==> src/hw/dus_pkg.sv <==
package dus_pkg;
  localparam int          DATA_W      = 8;
  localparam int          PORT_W      = 6;
  localparam int          NUM_CH      = 4;
  localparam int          ADDR_W      = 16;
  localparam int          FIFO_DEPTH  = 8;
  localparam int          CNT_W       = 3;
  localparam logic [7:0]  SEL_INIT    = 8'hfe;
  localparam logic [7:0]  SEL_ALL_HI  = 8'hff;
  localparam logic [2:0]  LOOP_INIT   = 3'h4;
  localparam logic [2:0]  CNT_ZERO    = 3'h0;
  localparam logic [15:0] ADDR_STEP   = 16'h0001;
  localparam logic [1:0]  LOOP_BITS   = 2'h0;
  localparam logic [5:0]  EN_IDLE     = 6'h3f;
  localparam logic [7:0]  BUS_RESET   = 8'h00;
  localparam logic [15:0] ADDR_RESET  = 16'h0000;
  localparam logic [1:0]  SETUP_CYC   = 2'h1;
  localparam logic [1:0]  PULSE_CYC   = 2'h1;
  localparam logic [1:0]  HOLD_CYC    = 2'h1;

  typedef enum logic [2:0] {
    DUS_IDLE, DUS_FETCH, DUS_WAIT, DUS_SETUP, DUS_PULSE, DUS_HOLD
  } dus_state_t;
endpackage : dus_pkg

==> src/hw/dus_stream_if.sv <==
`timescale 1ns/10ps
// byte stream between fetch side and fifo, fifo and output side
interface dus_stream_if;
  logic [7:0] data;
  logic       valid;
  logic       ready;
  modport src (output data, output valid, input ready);
  modport snk (input data, input valid, output ready);
endinterface : dus_stream_if

==> src/hw/dus_fifo.sv <==
`timescale 1ns/10ps
// small synchronous fifo, registered pointers, honest full/empty
module dus_fifo #(
  parameter int WIDTH = 8,
  parameter int DEPTH = 8
) (
  // clock and reset
  input  wire logic  clk,
  input  wire logic  sys_rst,
  // streams
  dus_stream_if.snk  wr,
  dus_stream_if.src  rd
);
  localparam int PW = $clog2(DEPTH);

  logic [WIDTH-1:0] mem [DEPTH];
  logic [PW:0]      wr_ptr;
  logic [PW:0]      rd_ptr;
  logic             full;
  logic             empty;
  logic             do_wr;
  logic             do_rd;

  // full when pointers differ only in wrap bit
  assign empty    = (wr_ptr == rd_ptr);
  assign full     = (wr_ptr[PW] != rd_ptr[PW]) && (wr_ptr[PW-1:0] == rd_ptr[PW-1:0]);
  assign wr.ready = !full;
  assign rd.valid = !empty;
  assign rd.data  = mem[rd_ptr[PW-1:0]];
  assign do_wr    = wr.valid && !full;
  assign do_rd    = rd.ready && !empty;

  // storage has no reset, only pointers need one
  always_ff @(posedge clk) begin
    if (do_wr) begin
      mem[wr_ptr[PW-1:0]] <= wr.data;
    end
  end

  // pointer updates
  always_ff @(posedge clk or posedge sys_rst) begin
    if (sys_rst) begin
      wr_ptr <= '0;
      rd_ptr <= '0;
    end else begin
      if (do_wr) begin
        wr_ptr <= wr_ptr + 1'b1;
      end
      if (do_rd) begin
        rd_ptr <= rd_ptr + 1'b1;
      end
    end
  end

  fifo_no_overflow_a: assert property (@(posedge clk) disable iff (sys_rst)
    full |=> !(wr_ptr != $past(wr_ptr) && $past(full)))
    else $error("fifo wrote while full");
endmodule : dus_fifo

==> src/hw/dus_seq.sv <==
`timescale 1ns/10ps
module dus_seq (
  // clock and reset
  input  wire logic        clk,
  input  wire logic        sys_rst,
  // control
  input  wire logic        start,
  input  wire logic [15:0] base_addr,
  output logic             busy,
  output logic             done,
  // memory read port, one cycle latency
  output logic             mem_rd,
  output logic [15:0]      mem_addr,
  input  wire logic [7:0]  mem_data,
  // converter pins
  output logic [7:0]       dac_bus,
  output logic [5:0]       dac_en_n
);
  dus_pkg::dus_state_t state;
  logic [7:0]  sel;
  logic [2:0]  loop_cnt;
  logic [2:0]  fetch_cnt;
  logic        rd_pend;
  logic [1:0]  dwell;

  dus_stream_if fill ();
  dus_stream_if drain ();

  // fetched bytes are queued so memory latency stalls the pins only before the first byte
  dus_fifo #(.WIDTH(dus_pkg::DATA_W), .DEPTH(dus_pkg::FIFO_DEPTH)) u_fifo (
    .clk     (clk),
    .sys_rst (sys_rst),
    .wr      (fill.snk),
    .rd      (drain.src)
  );

  assign fill.data   = mem_data;
  assign fill.valid  = rd_pend;
  assign drain.ready = (state == dus_pkg::DUS_WAIT);

  // fetch side: issue one read per channel while fifo has room
  always_ff @(posedge clk or posedge sys_rst) begin
    if (sys_rst) begin
      mem_rd    <= 1'b0;
      mem_addr  <= dus_pkg::ADDR_RESET;
      rd_pend   <= 1'b0;
      fetch_cnt <= dus_pkg::CNT_ZERO;
    end else begin
      rd_pend <= mem_rd;
      if (start && state == dus_pkg::DUS_IDLE) begin
        mem_addr  <= base_addr;
        fetch_cnt <= dus_pkg::LOOP_INIT;
        mem_rd    <= 1'b0;
      end else if (!mem_rd && !rd_pend && fetch_cnt != dus_pkg::CNT_ZERO
                   && fill.ready) begin
        mem_rd <= 1'b1;
      end else if (mem_rd) begin
        // one read at a time keeps back-pressure exact
        mem_rd    <= 1'b0;
        mem_addr  <= mem_addr + dus_pkg::ADDR_STEP;
        fetch_cnt <= fetch_cnt - 3'h1;
      end
    end
  end

  // output side sequencer
  always_ff @(posedge clk or posedge sys_rst) begin
    if (sys_rst) begin
      state    <= dus_pkg::DUS_IDLE;
      sel      <= dus_pkg::SEL_ALL_HI;
      loop_cnt <= dus_pkg::CNT_ZERO;
      dwell    <= 2'h0;
      dac_bus  <= dus_pkg::BUS_RESET;
      dac_en_n <= dus_pkg::EN_IDLE;
      busy     <= 1'b0;
      done     <= 1'b0;
    end else begin
      done <= 1'b0;
      case (state)
        dus_pkg::DUS_IDLE: begin
          dac_en_n <= dus_pkg::EN_IDLE;
          if (start) begin
            sel      <= dus_pkg::SEL_INIT;
            loop_cnt <= dus_pkg::LOOP_INIT;
            busy     <= 1'b1;
            state    <= dus_pkg::DUS_WAIT;
          end
        end
        dus_pkg::DUS_WAIT: begin
          // bus only changes here, with every enable high
          if (drain.valid) begin
            dac_bus <= drain.data;
            dwell   <= dus_pkg::SETUP_CYC;
            state   <= dus_pkg::DUS_SETUP;
          end
        end
        dus_pkg::DUS_SETUP: begin
          if (dwell == dus_pkg::SETUP_CYC) begin
            // only the selected line goes low, others stay high
            dac_en_n <= sel[dus_pkg::PORT_W-1:0];
            dwell    <= dus_pkg::PULSE_CYC;
            state    <= dus_pkg::DUS_PULSE;
          end
        end
        dus_pkg::DUS_PULSE: begin
          dac_en_n <= dus_pkg::EN_IDLE;
          // rotate now so the next channel is ready before the bus changes
          sel      <= {sel[6:0], sel[7]};
          loop_cnt <= loop_cnt - 3'h1;
          state    <= dus_pkg::DUS_HOLD;
        end
        dus_pkg::DUS_HOLD: begin
          // bus held one cycle after rise so latch sees stable data
          if (loop_cnt == dus_pkg::CNT_ZERO) begin
            busy  <= 1'b0;
            done  <= 1'b1;
            state <= dus_pkg::DUS_IDLE;
          end else begin
            state <= dus_pkg::DUS_WAIT;
          end
        end
        default: begin
          state <= dus_pkg::DUS_IDLE;
        end
      endcase
    end
  end

  // assertions
  one_low_en_a: assert property (@(posedge clk) disable iff (sys_rst)
    $countones(~dac_en_n) <= 1)
    else $error("more than one enable low");
  spare_lines_hi_a: assert property (@(posedge clk) disable iff (sys_rst)
    dac_en_n[5:4] == 2'h3)
    else $error("unused enable line driven low");
  pulse_one_cycle_a: assert property (@(posedge clk) disable iff (sys_rst)
    $fell(&dac_en_n) |=> &dac_en_n)
    else $error("enable pulse not one cycle");
  bus_setup_a: assert property (@(posedge clk) disable iff (sys_rst)
    $fell(&dac_en_n) |-> $stable(dac_bus))
    else $error("bus changed as enable fell");
  bus_hold_a: assert property (@(posedge clk) disable iff (sys_rst)
    $rose(&dac_en_n) |=> $stable(dac_bus))
    else $error("bus changed right after enable rose");
  bus_quiet_a: assert property (@(posedge clk) disable iff (sys_rst)
    !$stable(dac_bus) |-> &dac_en_n)
    else $error("bus changed while a latch was open");
  first_chan_a: assert property (@(posedge clk) disable iff (sys_rst)
    (state == dus_pkg::DUS_IDLE && start) |=> sel == dus_pkg::SEL_INIT)
    else $error("select pattern not initialised");
  rotate_sel_a: assert property (@(posedge clk) disable iff (sys_rst)
    state == dus_pkg::DUS_PULSE |=> sel == {$past(sel[6:0]), $past(sel[7])})
    else $error("select not rotated");
  four_updates_a: assert property (@(posedge clk) disable iff (sys_rst)
    done |-> $past(loop_cnt) == dus_pkg::CNT_ZERO && $past(sel) == 8'hef)
    else $error("run ended after wrong count");
  addr_step_a: assert property (@(posedge clk) disable iff (sys_rst)
    $fell(mem_rd) |-> mem_addr == $past(mem_addr) + dus_pkg::ADDR_STEP)
    else $error("address not stepped by one");

  // enable port and shared bus ownership
  pulse_ends_high_a: assert property (@(posedge clk) disable iff (sys_rst)
    state == dus_pkg::DUS_PULSE |=> dac_en_n == dus_pkg::EN_IDLE)
    else $error("enables not all high after pulse");
  idle_all_high_a: assert property (@(posedge clk) disable iff (sys_rst)
    state == dus_pkg::DUS_IDLE |-> dac_en_n == dus_pkg::EN_IDLE)
    else $error("enable low while idle");
  setup_before_low_a: assert property (@(posedge clk) disable iff (sys_rst)
    $fell(&dac_en_n) |-> $past(state) == dus_pkg::DUS_SETUP)
    else $error("enable fell without bus setup");
  bus_only_in_wait_a: assert property (@(posedge clk) disable iff (sys_rst)
    !$stable(dac_bus) |-> $past(state) == dus_pkg::DUS_WAIT)
    else $error("bus changed outside wait");
  bus_from_fifo_a: assert property (@(posedge clk) disable iff (sys_rst)
    (state == dus_pkg::DUS_WAIT && drain.valid) |=> dac_bus == $past(drain.data))
    else $error("bus not loaded from queued byte");
  sel_one_zero_a: assert property (@(posedge clk) disable iff (sys_rst)
    state != dus_pkg::DUS_IDLE |-> $countones(~sel) == 1)
    else $error("select pattern lost its single zero");

  // loop count and start handling; a start while busy must leave the run alone
  loop_loaded_a: assert property (@(posedge clk) disable iff (sys_rst)
    (state == dus_pkg::DUS_IDLE && start) |=> loop_cnt == dus_pkg::LOOP_INIT)
    else $error("loop counter not loaded");
  busy_ignores_start_a: assert property (@(posedge clk) disable iff (sys_rst)
    (state == dus_pkg::DUS_WAIT && start) |=> loop_cnt == $past(loop_cnt) && sel == $past(sel))
    else $error("start while busy disturbed the run");
  done_ends_busy_a: assert property (@(posedge clk) disable iff (sys_rst)
    done |-> !busy)
    else $error("busy still high at done");

  // fetch side: one read strobe at a time, never more than four per run
  base_loaded_a: assert property (@(posedge clk) disable iff (sys_rst)
    (state == dus_pkg::DUS_IDLE && start) |=> mem_addr == $past(base_addr))
    else $error("base address not taken with start");
  read_pulse_a: assert property (@(posedge clk) disable iff (sys_rst)
    mem_rd |=> !mem_rd)
    else $error("read strobe longer than one cycle");
  fetch_limit_a: assert property (@(posedge clk) disable iff (sys_rst)
    fetch_cnt <= dus_pkg::LOOP_INIT)
    else $error("fetch count above four");

  // main scenarios: a full run, the last channel, a stall, a restart, a stray start
  run_done_c: cover property (@(posedge clk) disable iff (sys_rst) done);
  back_to_back_c: cover property (@(posedge clk) disable iff (sys_rst)
    done ##1 (start && state == dus_pkg::DUS_IDLE));
  start_busy_c: cover property (@(posedge clk) disable iff (sys_rst) busy && start);
  chan4_c: cover property (@(posedge clk) disable iff (sys_rst) dac_en_n == 6'h37);
  wait_stall_c: cover property (@(posedge clk) disable iff (sys_rst)
    state == dus_pkg::DUS_WAIT && !drain.valid);
endmodule : dus_seq

==> config.mk <==
export PLATFORM = sky130hd
export DESIGN_NAME = dus_seq
export DESIGN_NICKNAME = d
export VERILOG_FILES = /design/src/hw/dus_pkg.sv /design/src/hw/dus_stream_if.sv /design/src/hw/dus_fifo.sv /design/src/hw/dus_seq.sv
export SDC_FILE = /design/constraint.sdc
export NUM_CORES = 1
export LEC_CHECK = 0
export ABC_AREA = 0
export ABC_CLOCK_PERIOD_IN_PS = 2600
export BUFFER_PORTS_ARGS = -buffer_cell sky130_fd_sc_hd__buf_2
export CAP_MARGIN = 20
export CORE_ASPECT_RATIO = 0.5
export CORE_MARGIN = 4
export CORE_UTILIZATION = 60
export CTS_BUF_LIST = sky130_fd_sc_hd__clkbuf_2
export CTS_CLUSTER_SIZE = 20
export DETAILED_ROUTE_END_ITERATION = 6
export GPL_TIMING_DRIVEN = 0
export PLACE_DENSITY_LB_ADDON = 0.08
export SLEW_MARGIN = 10
export SYNTH_ARGS = -nofsm -noshare
export SYNTH_HDL_FRONTEND = slang
export SYNTH_SLANG_ARGS = --single-unit
==> constraint.sdc <==
create_clock -name clk -period 2.6 [get_ports clk]
set_input_delay 0.13 -clock clk [delete_from_list [all_inputs] [get_ports clk]]
set_output_delay 0.13 -clock clk [all_outputs]
set_load 0.01 [all_outputs]
==> out/metrics.json, run 1 <==
{
  "run_status": "completed",
  "setup_ws_ns": 0.1708,
  "synth_compound_area_frac": 0.06505,
  "synth-seq-cells": 124,
  "timing.fmax_mhz": 411.7,
  "net_count_reported_at_finish": 497,
  "mappedNetlistNets": 391,
  "drtPass1Iterations": 4,
  "tritoncts_buffer_count": 17,
  "grt_first_pass_wirelength_um": 18080,
  "preCtsSetupSlack_ns": 0.1320,
  "count_of_flip_flops_with_a_built_in_enable_after_synthesis": 64,
  "routed_wire_length_per_instance_um": 18.55,
  "drt_first_iter_violations": 264,
  "syn_area_per_cell_sq_um": 14.71,
  "clk_transition_reported_paths_ns": 0.18,
  "startpoint_type": "flop",
  "postSynth.asyncResetShare": 0.4839,
  "drive_gt1_frac": 0.3074,
  "synth.yosys.warnings": 0,
  "die_w_um": 140.3,
  "root_buffer": "sky130_fd_sc_hd__clkbuf_2",
  "synth.area.top_cells": "sky130_fd_sc_hd__edfxtp_1 37%, sky130_fd_sc_hd__dfrtp_1 22%, sky130_fd_sc_hd__dfstp_2 7.0%",
  "buffer_ports.inserted": 59,
  "crit_arrival_ns": 2.70,
  "gp_congestion": 0.8037,
  "initial_utilization": 0.6358,
  "sequential_to_total_area_share_from_yosys_stat": 0.6552,
  "combinational_family_with_the_most_area_after_synthesis": "multiplexers",
  "cp_slowest_cell": "sky130_fd_sc_hd__nor2_1",
  "power.total_w": 0.006696,
  "power_density_relative_to_cell_area_nw_per_um2": 1078,
  "final.fill_count": 532,
  "via_per_inst": 5.734,
  "worst-endpoint-required_ns": 2.87,
  "grt.overflow.total": 0,
  "synthCells": 357,
  "number_of_antenna_violations_at_the_first_check_in_global_routing": 0,
  "tritoncts": "built",
  "synth.top_cell.area_share": 0.3660,
  "report.final.hold_viol_count": 0,
  "synthFlopType": "sky130_fd_sc_hd__edfxtp_1",
  "tritoncts_num_sinks": 124,
  "yosys.area_share.simple": 0.08387,
  "syn2layout_area_growth_pct": 18.32,
  "period_needed_ns": 2.429,
  "worstPathCellList": "buf_2 > xnor2_1 > a41oi_2 > nand2b_1 > nor2_1",
  "antenna_cells_inserted": 0,
  "synthAdderAreaFrac": 0.01668,
  "clk_skew_ns": 0.02990,
  "synthXorXnorAreaFrac": 0.03836,
  "setup_total_negative_slack_ns": 0,
  "worst_slew_pin_slew_ns": 0.8736,
  "totalWireLength_um": 10890,
  "clock_latency_ns": 0.63,
  "dpl-instance-area_sq_um": 5724,
  "synth.distinct_cells": 42,
  "p_leak_nw": 2.402,
  "worst_stage_delay_on_the_critical_path_ns": 0.71,
  "timing.final.crit_share": 0.9343,
  "headroom_to_the_max_slew_limit": 0.4154,
  "final_cells": 587,
  "syn_area_sq_um": 5251,
  "cap_violations": 0,
  "hold_path_class": "primary input to asynchronous set/reset pin",
  "clock_path_buffers": 2,
  "pin_count": 60,
  "grt_pass1_vias": 3467,
  "final_design_area_no_fill_sq_um": 6213,
  "grtUsageTotal": 0.2304,
  "setup_viol": 0,
  "worstPathMaxFanout": 10,
  "vdd.ir_drop.worst_mv": 0.5705,
  "synth.mux.area_fraction": 0.1127,
  "cts_setup_buffers": 0,
  "antenna_violating_nets_post_route": 0,
  "drcViolationCount": 0,
  "number_of_cells_after_detailed_placement": 530,
  "routed-via-count": 3366,
  "setup_repair_after_global_routing_missed_its_margin": "no",
  "die_area_sq_um": 10400,
  "endpoint_kind": "flop",
  "final_hpwl_dp_um": 7043,
  "core-area_sq_um": 8259,
  "rrSetupSlack_ns": 0.17,
  "finalMaxSlewViolations": 0,
  "synthMostInstantiatedCell": "sky130_fd_sc_hd__edfxtp_1",
  "synth_top_cells_by_count": "64 x sky130_fd_sc_hd__edfxtp_1, 46 x sky130_fd_sc_hd__dfrtp_1, 30 x sky130_fd_sc_hd__nand2_1",
  "grt_max_degree": 35,
  "critical_path_class": "flop to flop",
  "fp.dieH_um": 74.15,
  "htree_levels": 4,
  "rr_worst_depth": 5,
  "synthDominantAreaCellType": "sky130_fd_sc_hd__edfxtp_1",
  "rows": 23
}
-- worst max-delay path: cells and delay by family, from the launching register on --
family,cells,cell delay [ns]
compound gates,1,0.38
flops,1,0.38
simple gates,2,0.90
xor+xnor,1,0.20
buf+inv,1,0.22
-- path summary, 6_finish.rpt --
kind / endpoint / startpoint
min in group clk: mem_addr[6] / base_addr[6]
max in group asynchronous: dac_en_n[5] / sys_rst
max reg2reg: u_fifo.mem[4][7] / u_fifo.rd_ptr[2]
min: u_fifo.wr_ptr[0] / sys_rst
max: u_fifo.mem[4][7] / u_fifo.rd_ptr[2]
min reg2reg: fill.valid / mem_rd
-- power by group --
part	switching (W)	internal [W]
logic	0.00139	0.00121
registers	0.000337	0.00262
clock network	0.000704	0.000433
-- logic make-up after synthesis --
kind of cell	Yosys count
AND/OR/NAND/NOR	86
adder cells (fa/ha/maj)	7
AO/OA/AOI/OAI	51
XOR/XNOR	23
multiplexers	35
buffers and inverters	31
flip-flops	124
-- metrics by stage --
step | utilization | hold slack, ns
6_report | 0.7523 | 0.1071
5_1_grt | 0.7523 | 0.08133
4_1_cts | 0.7513 | 0.08897
3_5_place_dp | 0.6931 | 0.2580
3_3_place_gp | 0.6885 | 0.3348
2_1_floorplan | - | 0.2289
-- registers in the layout, summed over array words and instances (netlist names) --
register and count:
busy 1, u_fifo.rd_ptr 4, mem_rd 1, state 3
dac_en_n 6, fill.valid 1, done 1, fetch_cnt 3
dac_bus 8, u_fifo.wr_ptr 4, dwell 1, sel 8
mem_addr 16, u_fifo.mem 64, loop_cnt 3
-- cells in the final DEF (no fill, tap or decap), types with 4 or more instances in the layout --
cell	Yosys	routed
sky130_fd_sc_hd__nand4_1	9	9
sky130_fd_sc_hd__o22ai_1	7	7
sky130_fd_sc_hd__clkbuf_1	12	12
sky130_fd_sc_hd__nand2_1	30	30
sky130_fd_sc_hd__o21ai_0	22	22
sky130_fd_sc_hd__edfxtp_1	64	64
sky130_fd_sc_hd__a2bb2oi_1	6	6
sky130_fd_sc_hd__nand3_1	9	9
sky130_fd_sc_hd__mux2_2	18	18
sky130_fd_sc_hd__nor2_1	10	9
sky130_fd_sc_hd__dfstp_2	14	14
sky130_fd_sc_hd__o22a_1	7	7
sky130_fd_sc_hd__dfrtp_1	46	46
sky130_fd_sc_hd__ha_1	7	7
sky130_fd_sc_hd__buf_2	6	65
sky130_fd_sc_hd__and3_1	4	4
sky130_fd_sc_hd__nand2b_1	5	5
sky130_fd_sc_hd__xor2_1	11	11
sky130_fd_sc_hd__mux4_2	11	11
sky130_fd_sc_hd__xnor2_1	12	12
sky130_fd_sc_hd__mux4_1	5	5
sky130_fd_sc_hd__clkbuf_2	0	19
sky130_fd_sc_hd__inv_1	11	10
sky130_fd_sc_hd__clkinvlp_4	0	4
sky130_fd_sc_hd__dlygate4sd3_1	0	26
-- layer usage --
metal,GRT usage,part of all wire,vias up
met3,0.05267,0.057,10
met1,0.3089,0.44,1705
met5,0,0,-
li1,-,-,1547
met4,0.08808,0.0084,0
met2,0.3798,0.49,104
-- area by class of cell --
class | instances | area (sq um) | area share
Clock buffer | 19 | 95.09 | 0.01530
Multi-Input combinational cell | 202 | 1682 | 0.2706
Clock inverter | 12 | 125.1 | 0.02014
Sequential cell | 124 | 3441 | 0.5538
Inverter | 11 | 41.29 | 0.006645
Buffer | 20 | 106.4 | 0.01712
Tap cell | 112 | 140.1 | 0.02255
Timing Repair Buffer | 87 | 583.1 | 0.09384
-- timing repair --
item                                    in CTS  in global routing
endpoints found under the hold margin      120                  0
gates resized for setup                      0                  2
hold buffers                                26                  0
endpoints found under the setup margin       0                  8
Power figures use the tool's default switching activity.
==> run 2, diff against run 1 <==
--- a/config.mk
+++ b/config.mk
@@ -11,12 +11,13 @@
 export CAP_MARGIN = 20
 export CORE_ASPECT_RATIO = 0.5
 export CORE_MARGIN = 4
-export CORE_UTILIZATION = 60
+export CORE_UTILIZATION = 35
 export CTS_BUF_LIST = sky130_fd_sc_hd__clkbuf_2
 export CTS_CLUSTER_SIZE = 20
 export DETAILED_ROUTE_END_ITERATION = 6
 export GPL_TIMING_DRIVEN = 0
 export PLACE_DENSITY_LB_ADDON = 0.08
+export RECOVER_POWER = 50
 export SLEW_MARGIN = 10
 export SYNTH_ARGS = -nofsm -noshare
 export SYNTH_HDL_FRONTEND = slang
==> run 2 against run 1 <==
Effect of this change:
- register-to-register slack lost 0.11 ns
- utilization shrank 32 points
- final area grew 2.6%
- fmax decreased by 4.3%
- global-route usage shrank 9.0 points
- wire length is 5.8% higher
- worst hold slack gained 0.11 ns
- total power up 3.1%
- via count is 2.4% lower
- setup slack lost 0.11 ns
- critical path type unchanged
- highest routed layer unchanged
==> out/metrics.json, run 2 (synthesis results as in run 1) <==
{
  "tritoncts_buffer_count": {"value": 17, "change": "unchanged"},
  "gp_congestion": {"value": 0.7648, "change": "was 0.8037"},
  "initial_utilization": {"value": 0.3601, "change": "was 0.6358"},
  "drtPass1Iterations": {"value": 4, "change": "unchanged"},
  "hold_path_class": {"value": "primary input to flop", "change": "was primary input to asynchronous set/reset pin"},
  "syn2layout_area_growth": {"value": 21.35, "unit": "%", "change": "was 18.32%"},
  "preCtsSetupSlack": {"value": 0.02711, "unit": "ns", "change": "was 0.1320 ns"},
  "fp.dieH": {"value": 94.62, "unit": "um", "change": "was 74.15 um"},
  "number_of_cells_after_detailed_placement": {"value": 616, "change": "was 530"},
  "grt_first_pass_wirelength": {"value": 18200, "unit": "um", "change": "was 18080 um"},
  "clk_skew": {"value": 0.04198, "unit": "ns", "change": "was 0.02990 ns"},
  "vdd.ir_drop.worst": {"value": 0.2865, "unit": "mV", "change": "was 0.5705 mV"},
  "worstPathMaxFanout": {"value": 10, "change": "unchanged"},
  "setup_repair_after_global_routing_missed_its_margin": {"value": "yes", "change": "was no"},
  "finalMaxSlewViolations": {"value": 0, "change": "unchanged"},
  "routed_wire_length_per_instance": {"value": 17.01, "unit": "um", "change": "was 18.55 um"},
  "p_leak": {"value": 2.406, "unit": "nW", "change": "was 2.402 nW"},
  "endpoint_kind": {"value": "flop", "change": "unchanged"},
  "grt_max_degree": {"value": 61, "change": "was 35"},
  "drt_first_iter_violations": {"value": 145, "change": "was 264"},
  "core-area": {"value": 14580, "unit": "sq um", "change": "was 8259 sq um"},
  "grtUsageTotal": {"value": 0.1401, "change": "was 0.2304"},
  "power_density_relative_to_cell_area": {"value": 1084, "unit": "nW/um^2", "change": "was 1078 nW/um^2"},
  "antenna_violating_nets_post_route": {"value": 0, "change": "unchanged"},
  "clock_latency": {"value": 0.67, "unit": "ns", "change": "was 0.63 ns"},
  "cap_violations": {"value": 0, "change": "unchanged"},
  "rows": {"value": 31, "change": "was 23"},
  "setup_viol": {"value": 0, "change": "unchanged"},
  "buffer_ports.inserted": {"value": 59, "change": "unchanged"},
  "net_count_reported_at_finish": {"value": 501, "change": "was 497"},
  "clock_path_buffers": {"value": 2, "change": "unchanged"},
  "layout.cells.most_common": {"value": "sky130_fd_sc_hd__edfxtp_1", "change": "was sky130_fd_sc_hd__buf_2"},
  "root_buffer": {"value": "sky130_fd_sc_hd__clkbuf_2", "change": "unchanged"},
  "drcViolationCount": {"value": 0, "change": "unchanged"},
  "largest_reg_flops": {"value": 64, "change": "unchanged"},
  "timing.fmax": {"value": 394.0, "unit": "MHz", "change": "was 411.7 MHz"},
  "number_of_antenna_violations_at_the_first_check_in_global_routing": {"value": 0, "change": "unchanged"},
  "tritoncts": {"value": "built", "change": "unchanged"},
  "routed-via-count": {"value": 3285, "change": "was 3366"},
  "startpoint_type": {"value": "flop", "change": "unchanged"},
  "pin_count": {"value": 60, "change": "unchanged"},
  "crit_arrival": {"value": 2.83, "unit": "ns", "change": "was 2.70 ns"},
  "critical_path_class": {"value": "flop to flop", "change": "unchanged"},
  "worst-endpoint-required": {"value": 2.89, "unit": "ns", "change": "was 2.87 ns"},
  "die_area": {"value": 17150, "unit": "sq um", "change": "was 10400 sq um"},
  "tritoncts_num_sinks": {"value": 124, "change": "unchanged"},
  "final_design_area_no_fill": {"value": 6372, "unit": "sq um", "change": "was 6213 sq um"},
  "clk_transition_reported_paths": {"value": 0.19, "unit": "ns", "change": "was 0.18 ns"},
  "final.fill_count": {"value": 1365, "change": "was 532"},
  "grt.overflow.total": {"value": 0, "change": "unchanged"},
  "headroom_to_the_max_slew_limit": {"value": 0.1262, "change": "was 0.4154"},
  "dpl-instance-area": {"value": 5822, "unit": "sq um", "change": "was 5724 sq um"},
  "finalCoreUtilization": {"value": 0.4369, "change": "was 0.7523"},
  "totalWireLength": {"value": 11520, "unit": "um", "change": "was 10890 um"},
  "highest_count_cells_in_the_layout_ignoring_fill_and_taps": {"value": "64 x sky130_fd_sc_hd__edfxtp_1, 53 x sky130_fd_sc_hd__buf_2, 46 x sky130_fd_sc_hd__dfrtp_1", "change": "was 65 x sky130_fd_sc_hd__buf_2, 64 x sky130_fd_sc_hd__edfxtp_1, 46 x sky130_fd_sc_hd__dfrtp_1"},
  "run_status": {"value": "completed", "change": "unchanged"},
  "antenna_cells_inserted": {"value": 0, "change": "unchanged"},
  "final_hpwl_dp": {"value": 7406, "unit": "um", "change": "was 7043 um"},
  "final_cells": {"value": 677, "change": "was 587"},
  "drive_gt1_frac": {"value": 0.2902, "change": "was 0.3074"},
  "report.final.hold_viol_count": {"value": 0, "change": "unchanged"},
  "die_w": {"value": 181.2, "unit": "um", "change": "was 140.3 um"},
  "worst_hold_slack": {"value": 0.2127, "unit": "ns", "change": "was 0.1071 ns"},
  "via_per_inst": {"value": 4.852, "change": "was 5.734"},
  "worst_slew_pin_slew": {"value": 1.311, "unit": "ns", "change": "was 0.8736 ns"},
  "setup_ws": {"value": 0.06224, "unit": "ns", "change": "was 0.1708 ns"},
  "htree_levels": {"value": 4, "change": "unchanged"},
  "timing.final.crit_share": {"value": 0.9761, "change": "was 0.9343"},
  "period_needed": {"value": 2.538, "unit": "ns", "change": "was 2.429 ns"},
  "grt_pass1_vias": {"value": 3429, "change": "was 3467"}
}
[run 2: cell count changes in the layout (fill, tap and decap cells not counted), sizes merged]
cell,before,now
clkinvlp,4,1
clkinv,6,5
dlygate4sd3,26,28
inv,11,16
clkbuf,31,42
buf,69,58
bufinv,2,3
[run 2: final timing paths]
check / depth (start not counted) / start / slack [ns] / end
min in group asynchronous: 3 / sys_rst / 0.36 / dac_bus[6]
min reg2reg: 0 / mem_rd / 0.49 / fill.valid
max: 5 / u_fifo.rd_ptr[2] / 0.06 / u_fifo.mem[6][5]
min: 4 / base_addr[12] / 0.21 / mem_addr[12]
max in group asynchronous: 3 / sys_rst / 1.43 / dac_bus[0]
max reg2reg: 5 / u_fifo.rd_ptr[2] / 0.06 / u_fifo.mem[6][5]
[run 2: critical path: stages (launching register included)]
cell and delay [ns]:
sky130_fd_sc_hd__dfrtp_1 0.40, sky130_fd_sc_hd__buf_2 0.22, sky130_fd_sc_hd__xnor2_1 0.20, sky130_fd_sc_hd__a41oi_2 0.39
sky130_fd_sc_hd__nand2_1 0.17, sky130_fd_sc_hd__nor2_1 0.82
[run 2: metrics by stage]
| stage | total power, W | TNS, ns |
|---|---|---|
| 4_1_cts | 0.007001 | 0 |
| 6_report | 0.006905 | 0 |
| 5_1_grt | 0.007397 | -0.3969 |
| 3_5_place_dp | 0.005589 | 0 |
| 2_1_floorplan | 0.004765 | 0 |
| 3_3_place_gp | 0.005495 | -6.402 |
[run 2: timing repair]
item,4_1_cts,5_1_grt
setup endpoints to repair,0,29
hold buffers,28,0
buffers inserted,0,2
endpoints found under the hold margin,146,0
gates resized for setup,0,3
[run 2: report_power, final]
part	internal [W]	leakage, nW	switching (W)	total, W
combinational	0.00122	0.976	0.00137	0.00260
sequential	0.00262	1.27	0.000341	0.00296
clock	0.000554	0.158	0.000791	0.00135
total	0.00440	2.41	0.00251	0.00690
[run 2: final cells by class]
class                      instances  area, sq um  area share
buffer                            20        106.4     0.01669
clock buffer                      17        85.08     0.01335
clock inverter                    14        183.9     0.02886
inverter                          11        41.29    0.006479
multi-input combinational        202         1680      0.2637
sequential                       124         3441      0.5400
tap                              198        247.7     0.03888
timing repair buffer              91        586.8     0.09209
[run 2: routing by layer]
| layer | routed length (um) | global-route usage | share of wire |
|---|---|---|---|
| met1 | 5249 | 0.1748 | 0.46 |
| met2 | 5631 | 0.2407 | 0.49 |
| met3 | 537 | 0.04002 | 0.047 |
| met4 | 101 | 0.04245 | 0.0088 |
| met5 | 0 | 0 | 0 |
==> run 3, diff against run 2 <==
--- a/config.mk
+++ b/config.mk
@@ -9,7 +9,7 @@
 export ABC_CLOCK_PERIOD_IN_PS = 2600
 export BUFFER_PORTS_ARGS = -buffer_cell sky130_fd_sc_hd__buf_2
 export CAP_MARGIN = 20
-export CORE_ASPECT_RATIO = 0.5
+export CORE_ASPECT_RATIO = 1.4
 export CORE_MARGIN = 4
 export CORE_UTILIZATION = 35
 export CTS_BUF_LIST = sky130_fd_sc_hd__clkbuf_2
==> run 3 against run 2 <==
Effect of this change:
- flip-flop and latch count unchanged
- largest cell class unchanged
- fmax rose by 1.7%
- highest routed layer unchanged
- combinational power barely moved
- worst hold slack lost 0.0076 ns
- clock power down 13%
- sequential share of layout area grew 0.57 points
- die area is 0.54% lower
- final area decreased by 1.0%
- critical endpoint is now u_fifo.mem[5][5]
- largest power group unchanged
==> out/metrics.json, run 3 (synthesis results as in run 1) <==
{
  "net_count_reported_at_finish": {"value": 498, "change": "was 501"},
  "endpoint_kind": {"value": "flop", "change": "unchanged"},
  "worst_r2r_startpoint": {"value": "u_fifo.rd_ptr[2]", "change": "unchanged"},
  "rr_worst_depth": {"value": 5, "change": "unchanged"},
  "crit_arrival": {"value": 2.76, "unit": "ns", "change": "was 2.83 ns"},
  "cts_setup_buffers": {"value": 0, "change": "unchanged"},
  "die_w": {"value": 111.5, "unit": "um", "change": "was 181.2 um"},
  "critical_r2r_capture": {"value": "u_fifo.mem[5][5]", "change": "was u_fifo.mem[6][5]"},
  "tritoncts": {"value": "built", "change": "unchanged"},
  "cp_slowest_cell": {"value": "sky130_fd_sc_hd__nor2_1", "change": "unchanged"},
  "grt_max_degree": {"value": 61, "change": "unchanged"},
  "cap_violations": {"value": 0, "change": "unchanged"},
  "rows": {"value": 52, "change": "was 31"},
  "highest_count_cells_in_the_layout_ignoring_fill_and_taps": {"value": "64 x sky130_fd_sc_hd__edfxtp_1, 55 x sky130_fd_sc_hd__buf_2, 46 x sky130_fd_sc_hd__dfrtp_1", "change": "was 64 x sky130_fd_sc_hd__edfxtp_1, 53 x sky130_fd_sc_hd__buf_2, 46 x sky130_fd_sc_hd__dfrtp_1"},
  "number_of_antenna_violations_at_the_first_check_in_global_routing": {"value": 1, "change": "was 0"},
  "via_per_inst": {"value": 4.831, "change": "was 4.852"},
  "largest_reg_flops": {"value": 64, "change": "unchanged"},
  "critPathBufInv": {"value": 1, "change": "unchanged"},
  "setup_repair_after_global_routing_missed_its_margin": {"value": "yes", "change": "unchanged"},
  "drtPass1Iterations": {"value": 4, "change": "unchanged"},
  "tritoncts_num_sinks": {"value": 124, "change": "unchanged"},
  "worst-endpoint-required": {"value": 2.87, "unit": "ns", "change": "was 2.89 ns"},
  "clock_latency": {"value": 0.65, "unit": "ns", "change": "was 0.67 ns"},
  "sequential_power_share": {"value": 0.437, "change": "was 0.429"},
  "critical_path_class": {"value": "flop to flop", "change": "unchanged"},
  "routed_wire_length_per_instance": {"value": 17.14, "unit": "um", "change": "was 17.01 um"},
  "grt_first_pass_wirelength": {"value": 18330, "unit": "um", "change": "was 18200 um"},
  "headroom_to_the_max_slew_limit": {"value": 0.09831, "change": "was 0.1262"},
  "final_hpwl_dp": {"value": 7422, "unit": "um", "change": "was 7406 um"},
  "layout.cells.most_common": {"value": "sky130_fd_sc_hd__edfxtp_1", "change": "unchanged"},
  "tritoncts_buffer_count": {"value": 17, "change": "unchanged"},
  "pwr-share-clk": {"value": 0.174, "change": "was 0.195"},
  "number_of_cells_after_detailed_placement": {"value": 607, "change": "was 616"},
  "worst_hold_slack": {"value": 0.2050, "unit": "ns", "change": "was 0.2127 ns"},
  "syn2layout_area_growth": {"value": 20.09, "unit": "%", "change": "was 21.35%"},
  "drcViolationCount": {"value": 0, "change": "unchanged"},
  "grt.overflow.total": {"value": 0, "change": "unchanged"},
  "pwr-share-comb": {"value": 0.389, "change": "was 0.376"},
  "power.total": {"value": 0.006713, "unit": "W", "change": "was 0.006905 W"},
  "drt_first_iter_violations": {"value": 123, "change": "was 145"},
  "grtUsageTotal": {"value": 0.1391, "change": "was 0.1401"},
  "run_status": {"value": "completed", "change": "unchanged"},
  "root_buffer": {"value": "sky130_fd_sc_hd__clkbuf_2", "change": "unchanged"},
  "clk_transition_reported_paths": {"value": 0.20, "unit": "ns", "change": "was 0.19 ns"},
  "p_leak": {"value": 2.375, "unit": "nW", "change": "was 2.406 nW"},
  "clock_path_buffers": {"value": 2, "change": "unchanged"},
  "timing.final.crit_share": {"value": 0.9600, "change": "was 0.9761"},
  "worst_stage_delay_on_the_critical_path": {"value": 0.76, "unit": "ns", "change": "was 0.82 ns"},
  "pin_count": {"value": 60, "change": "unchanged"},
  "worst_slew_pin_slew": {"value": 1.353, "unit": "ns", "change": "was 1.311 ns"},
  "hold_path_startpoint": {"value": "base_addr[10]", "change": "was base_addr[12]"},
  "worst_path_dominant_cell_family": {"value": "simple AND/OR/NAND/NOR gates", "change": "unchanged"},
  "hold_path_class": {"value": "primary input to flop", "change": "unchanged"},
  "worstHoldPathCells": {"value": 4, "change": "unchanged"},
  "report.final.hold_viol_count": {"value": 0, "change": "unchanged"},
  "timing.fmax": {"value": 400.6, "unit": "MHz", "change": "was 394.0 MHz"},
  "clk_skew": {"value": 0.03717, "unit": "ns", "change": "was 0.04198 ns"},
  "drive_gt1_frac": {"value": 0.2914, "change": "was 0.2902"},
  "finalMaxSlewViolations": {"value": 0, "change": "unchanged"},
  "gp_congestion": {"value": 0.7051, "change": "was 0.7648"},
  "period_needed": {"value": 2.496, "unit": "ns", "change": "was 2.538 ns"},
  "fp.dieH": {"value": 152.9, "unit": "um", "change": "was 94.62 um"},
  "core-area": {"value": 14570, "unit": "sq um", "change": "was 14580 sq um"},
  "final_design_area_no_fill": {"value": 6306, "unit": "sq um", "change": "was 6372 sq um"},
  "worstPathMaxFanout": {"value": 10, "change": "unchanged"},
  "startpoint_type": {"value": "flop", "change": "unchanged"},
  "rrSetupSlack": {"value": 0.10, "unit": "ns", "change": "was 0.06 ns"},
  "power_density_relative_to_cell_area": {"value": 1064, "unit": "nW/um^2", "change": "was 1084 nW/um^2"},
  "worstPathCellList": {"value": "buf_2 > xnor2_1 > a41oi_2 > nand2b_1 > nor2_1", "change": "was buf_2 > xnor2_1 > a41oi_2 > nand2_1 > nor2_1"},
  "power.net_switching": {"value": 0.002427, "unit": "W", "change": "was 0.002507 W"},
  "antenna_violating_nets_post_route": {"value": 0, "change": "unchanged"},
  "vdd.ir_drop.worst": {"value": 0.4685, "unit": "mV", "change": "was 0.2865 mV"},
  "die_area": {"value": 17050, "unit": "sq um", "change": "was 17150 sq um"},
  "netSwitchingFraction": {"value": 0.3616, "change": "was 0.3631"},
  "timing.critical_path.depth": {"value": 5, "change": "unchanged"},
  "worstHoldEndpoint": {"value": "mem_addr[10]", "change": "was mem_addr[12]"},
  "internal_power": {"value": 0.004285, "unit": "W", "change": "was 0.004398 W"},
  "htree_levels": {"value": 4, "change": "unchanged"},
  "initial_utilization": {"value": 0.3603, "change": "was 0.3601"},
  "grt_pass1_vias": {"value": 3286, "change": "was 3429"},
  "dpl-instance-area": {"value": 5818, "unit": "sq um", "change": "was 5822 sq um"},
  "final.fill_count": {"value": 1383, "change": "was 1365"},
  "totalWireLength": {"value": 11430, "unit": "um", "change": "was 11520 um"},
  "critPathLaunch": {"value": "u_fifo.rd_ptr[2]", "change": "unchanged"},
  "buffer_ports.inserted": {"value": 59, "change": "unchanged"},
  "routed-via-count": {"value": 3222, "change": "was 3285"},
  "setup_viol": {"value": 0, "change": "unchanged"},
  "final_cells": {"value": 667, "change": "was 677"},
  "setup_total_negative_slack": {"value": 0, "unit": "ns", "change": "unchanged"}
}
-- run 3: how the worst max path moves through the flow --
stage	endpoint	slack (ns)
global placement	u_fifo.mem[0][4]	-0.50
CTS	u_fifo.mem[6][3]	0.006
global route	u_fifo.mem[1][3]	-0.09
finish	u_fifo.mem[5][5]	0.10
detailed placement	u_fifo.mem[4][1]	0.05
floorplan	u_fifo.mem[0][0]	0.47
-- run 3: per-stage QoR --
step	worst slack, ns	util
2_1_floorplan	0.4650	-
3_3_place_gp	-0.4954	0.3968
3_5_place_dp	0.05230	0.3992
4_1_cts	0.005515	0.4332
5_1_grt	-0.08621	0.4327
6_report	0.1041	0.4327
-- run 3: tightest hold or removal path, stage by stage --
cell	delay, ns
sky130_fd_sc_hd__dlygate4sd3_1	0.52
sky130_fd_sc_hd__buf_2	0.09
sky130_fd_sc_hd__nand2_1	0.04
sky130_fd_sc_hd__o21ai_0	0.06
-- run 3: layer usage --
| layer | wire length [um] | share of wire | global-route usage | up-vias |
|---|---|---|---|---|
| met1 | 4996 | 0.44 | 0.1704 | 1583 |
| met4 | 226 | 0.020 | 0.05217 | 0 |
| li1 | - | - | - | 1557 |
| met5 | 0 | 0 | 0 | - |
| met3 | 478 | 0.042 | 0.03679 | 12 |
| met2 | 5731 | 0.50 | 0.2353 | 70 |
-- run 3: what timing repair did --
| item | in CTS | in global routing |
|---|---|---|
| gates resized for setup | 0 | 2 |
| hold buffers | 27 | 0 |
| hold endpoints to repair | 133 | 0 |
| endpoints found under the setup margin | 0 | 25 |
-- run 3: power groups by stage --
stage                     registers [W]  clock network [W]  logic (W)
after floorplan                 0.00302                  0    0.00174
after global routing            0.00302            0.00132    0.00291
after CTS                       0.00294            0.00122    0.00268
after global placement          0.00298                  0    0.00256
after detailed placement        0.00299                  0    0.00263
final                           0.00294            0.00117    0.00261
-- run 3: layout make-up --
cell class | instances | area (sq um) | share of cell area
Buffer | 20 | 106.4 | 0.01687
Clock inverter | 12 | 125.1 | 0.01984
Clock buffer | 20 | 100.1 | 0.01587
Inverter | 11 | 41.29 | 0.006548
Timing Repair Buffer | 88 | 575.6 | 0.09127
Tap cell | 189 | 236.5 | 0.03750
Multi-Input combinational cell | 202 | 1678 | 0.2661
Antenna cell | 1 | 2.502 | 0.0003968
Sequential cell | 124 | 3441 | 0.5456
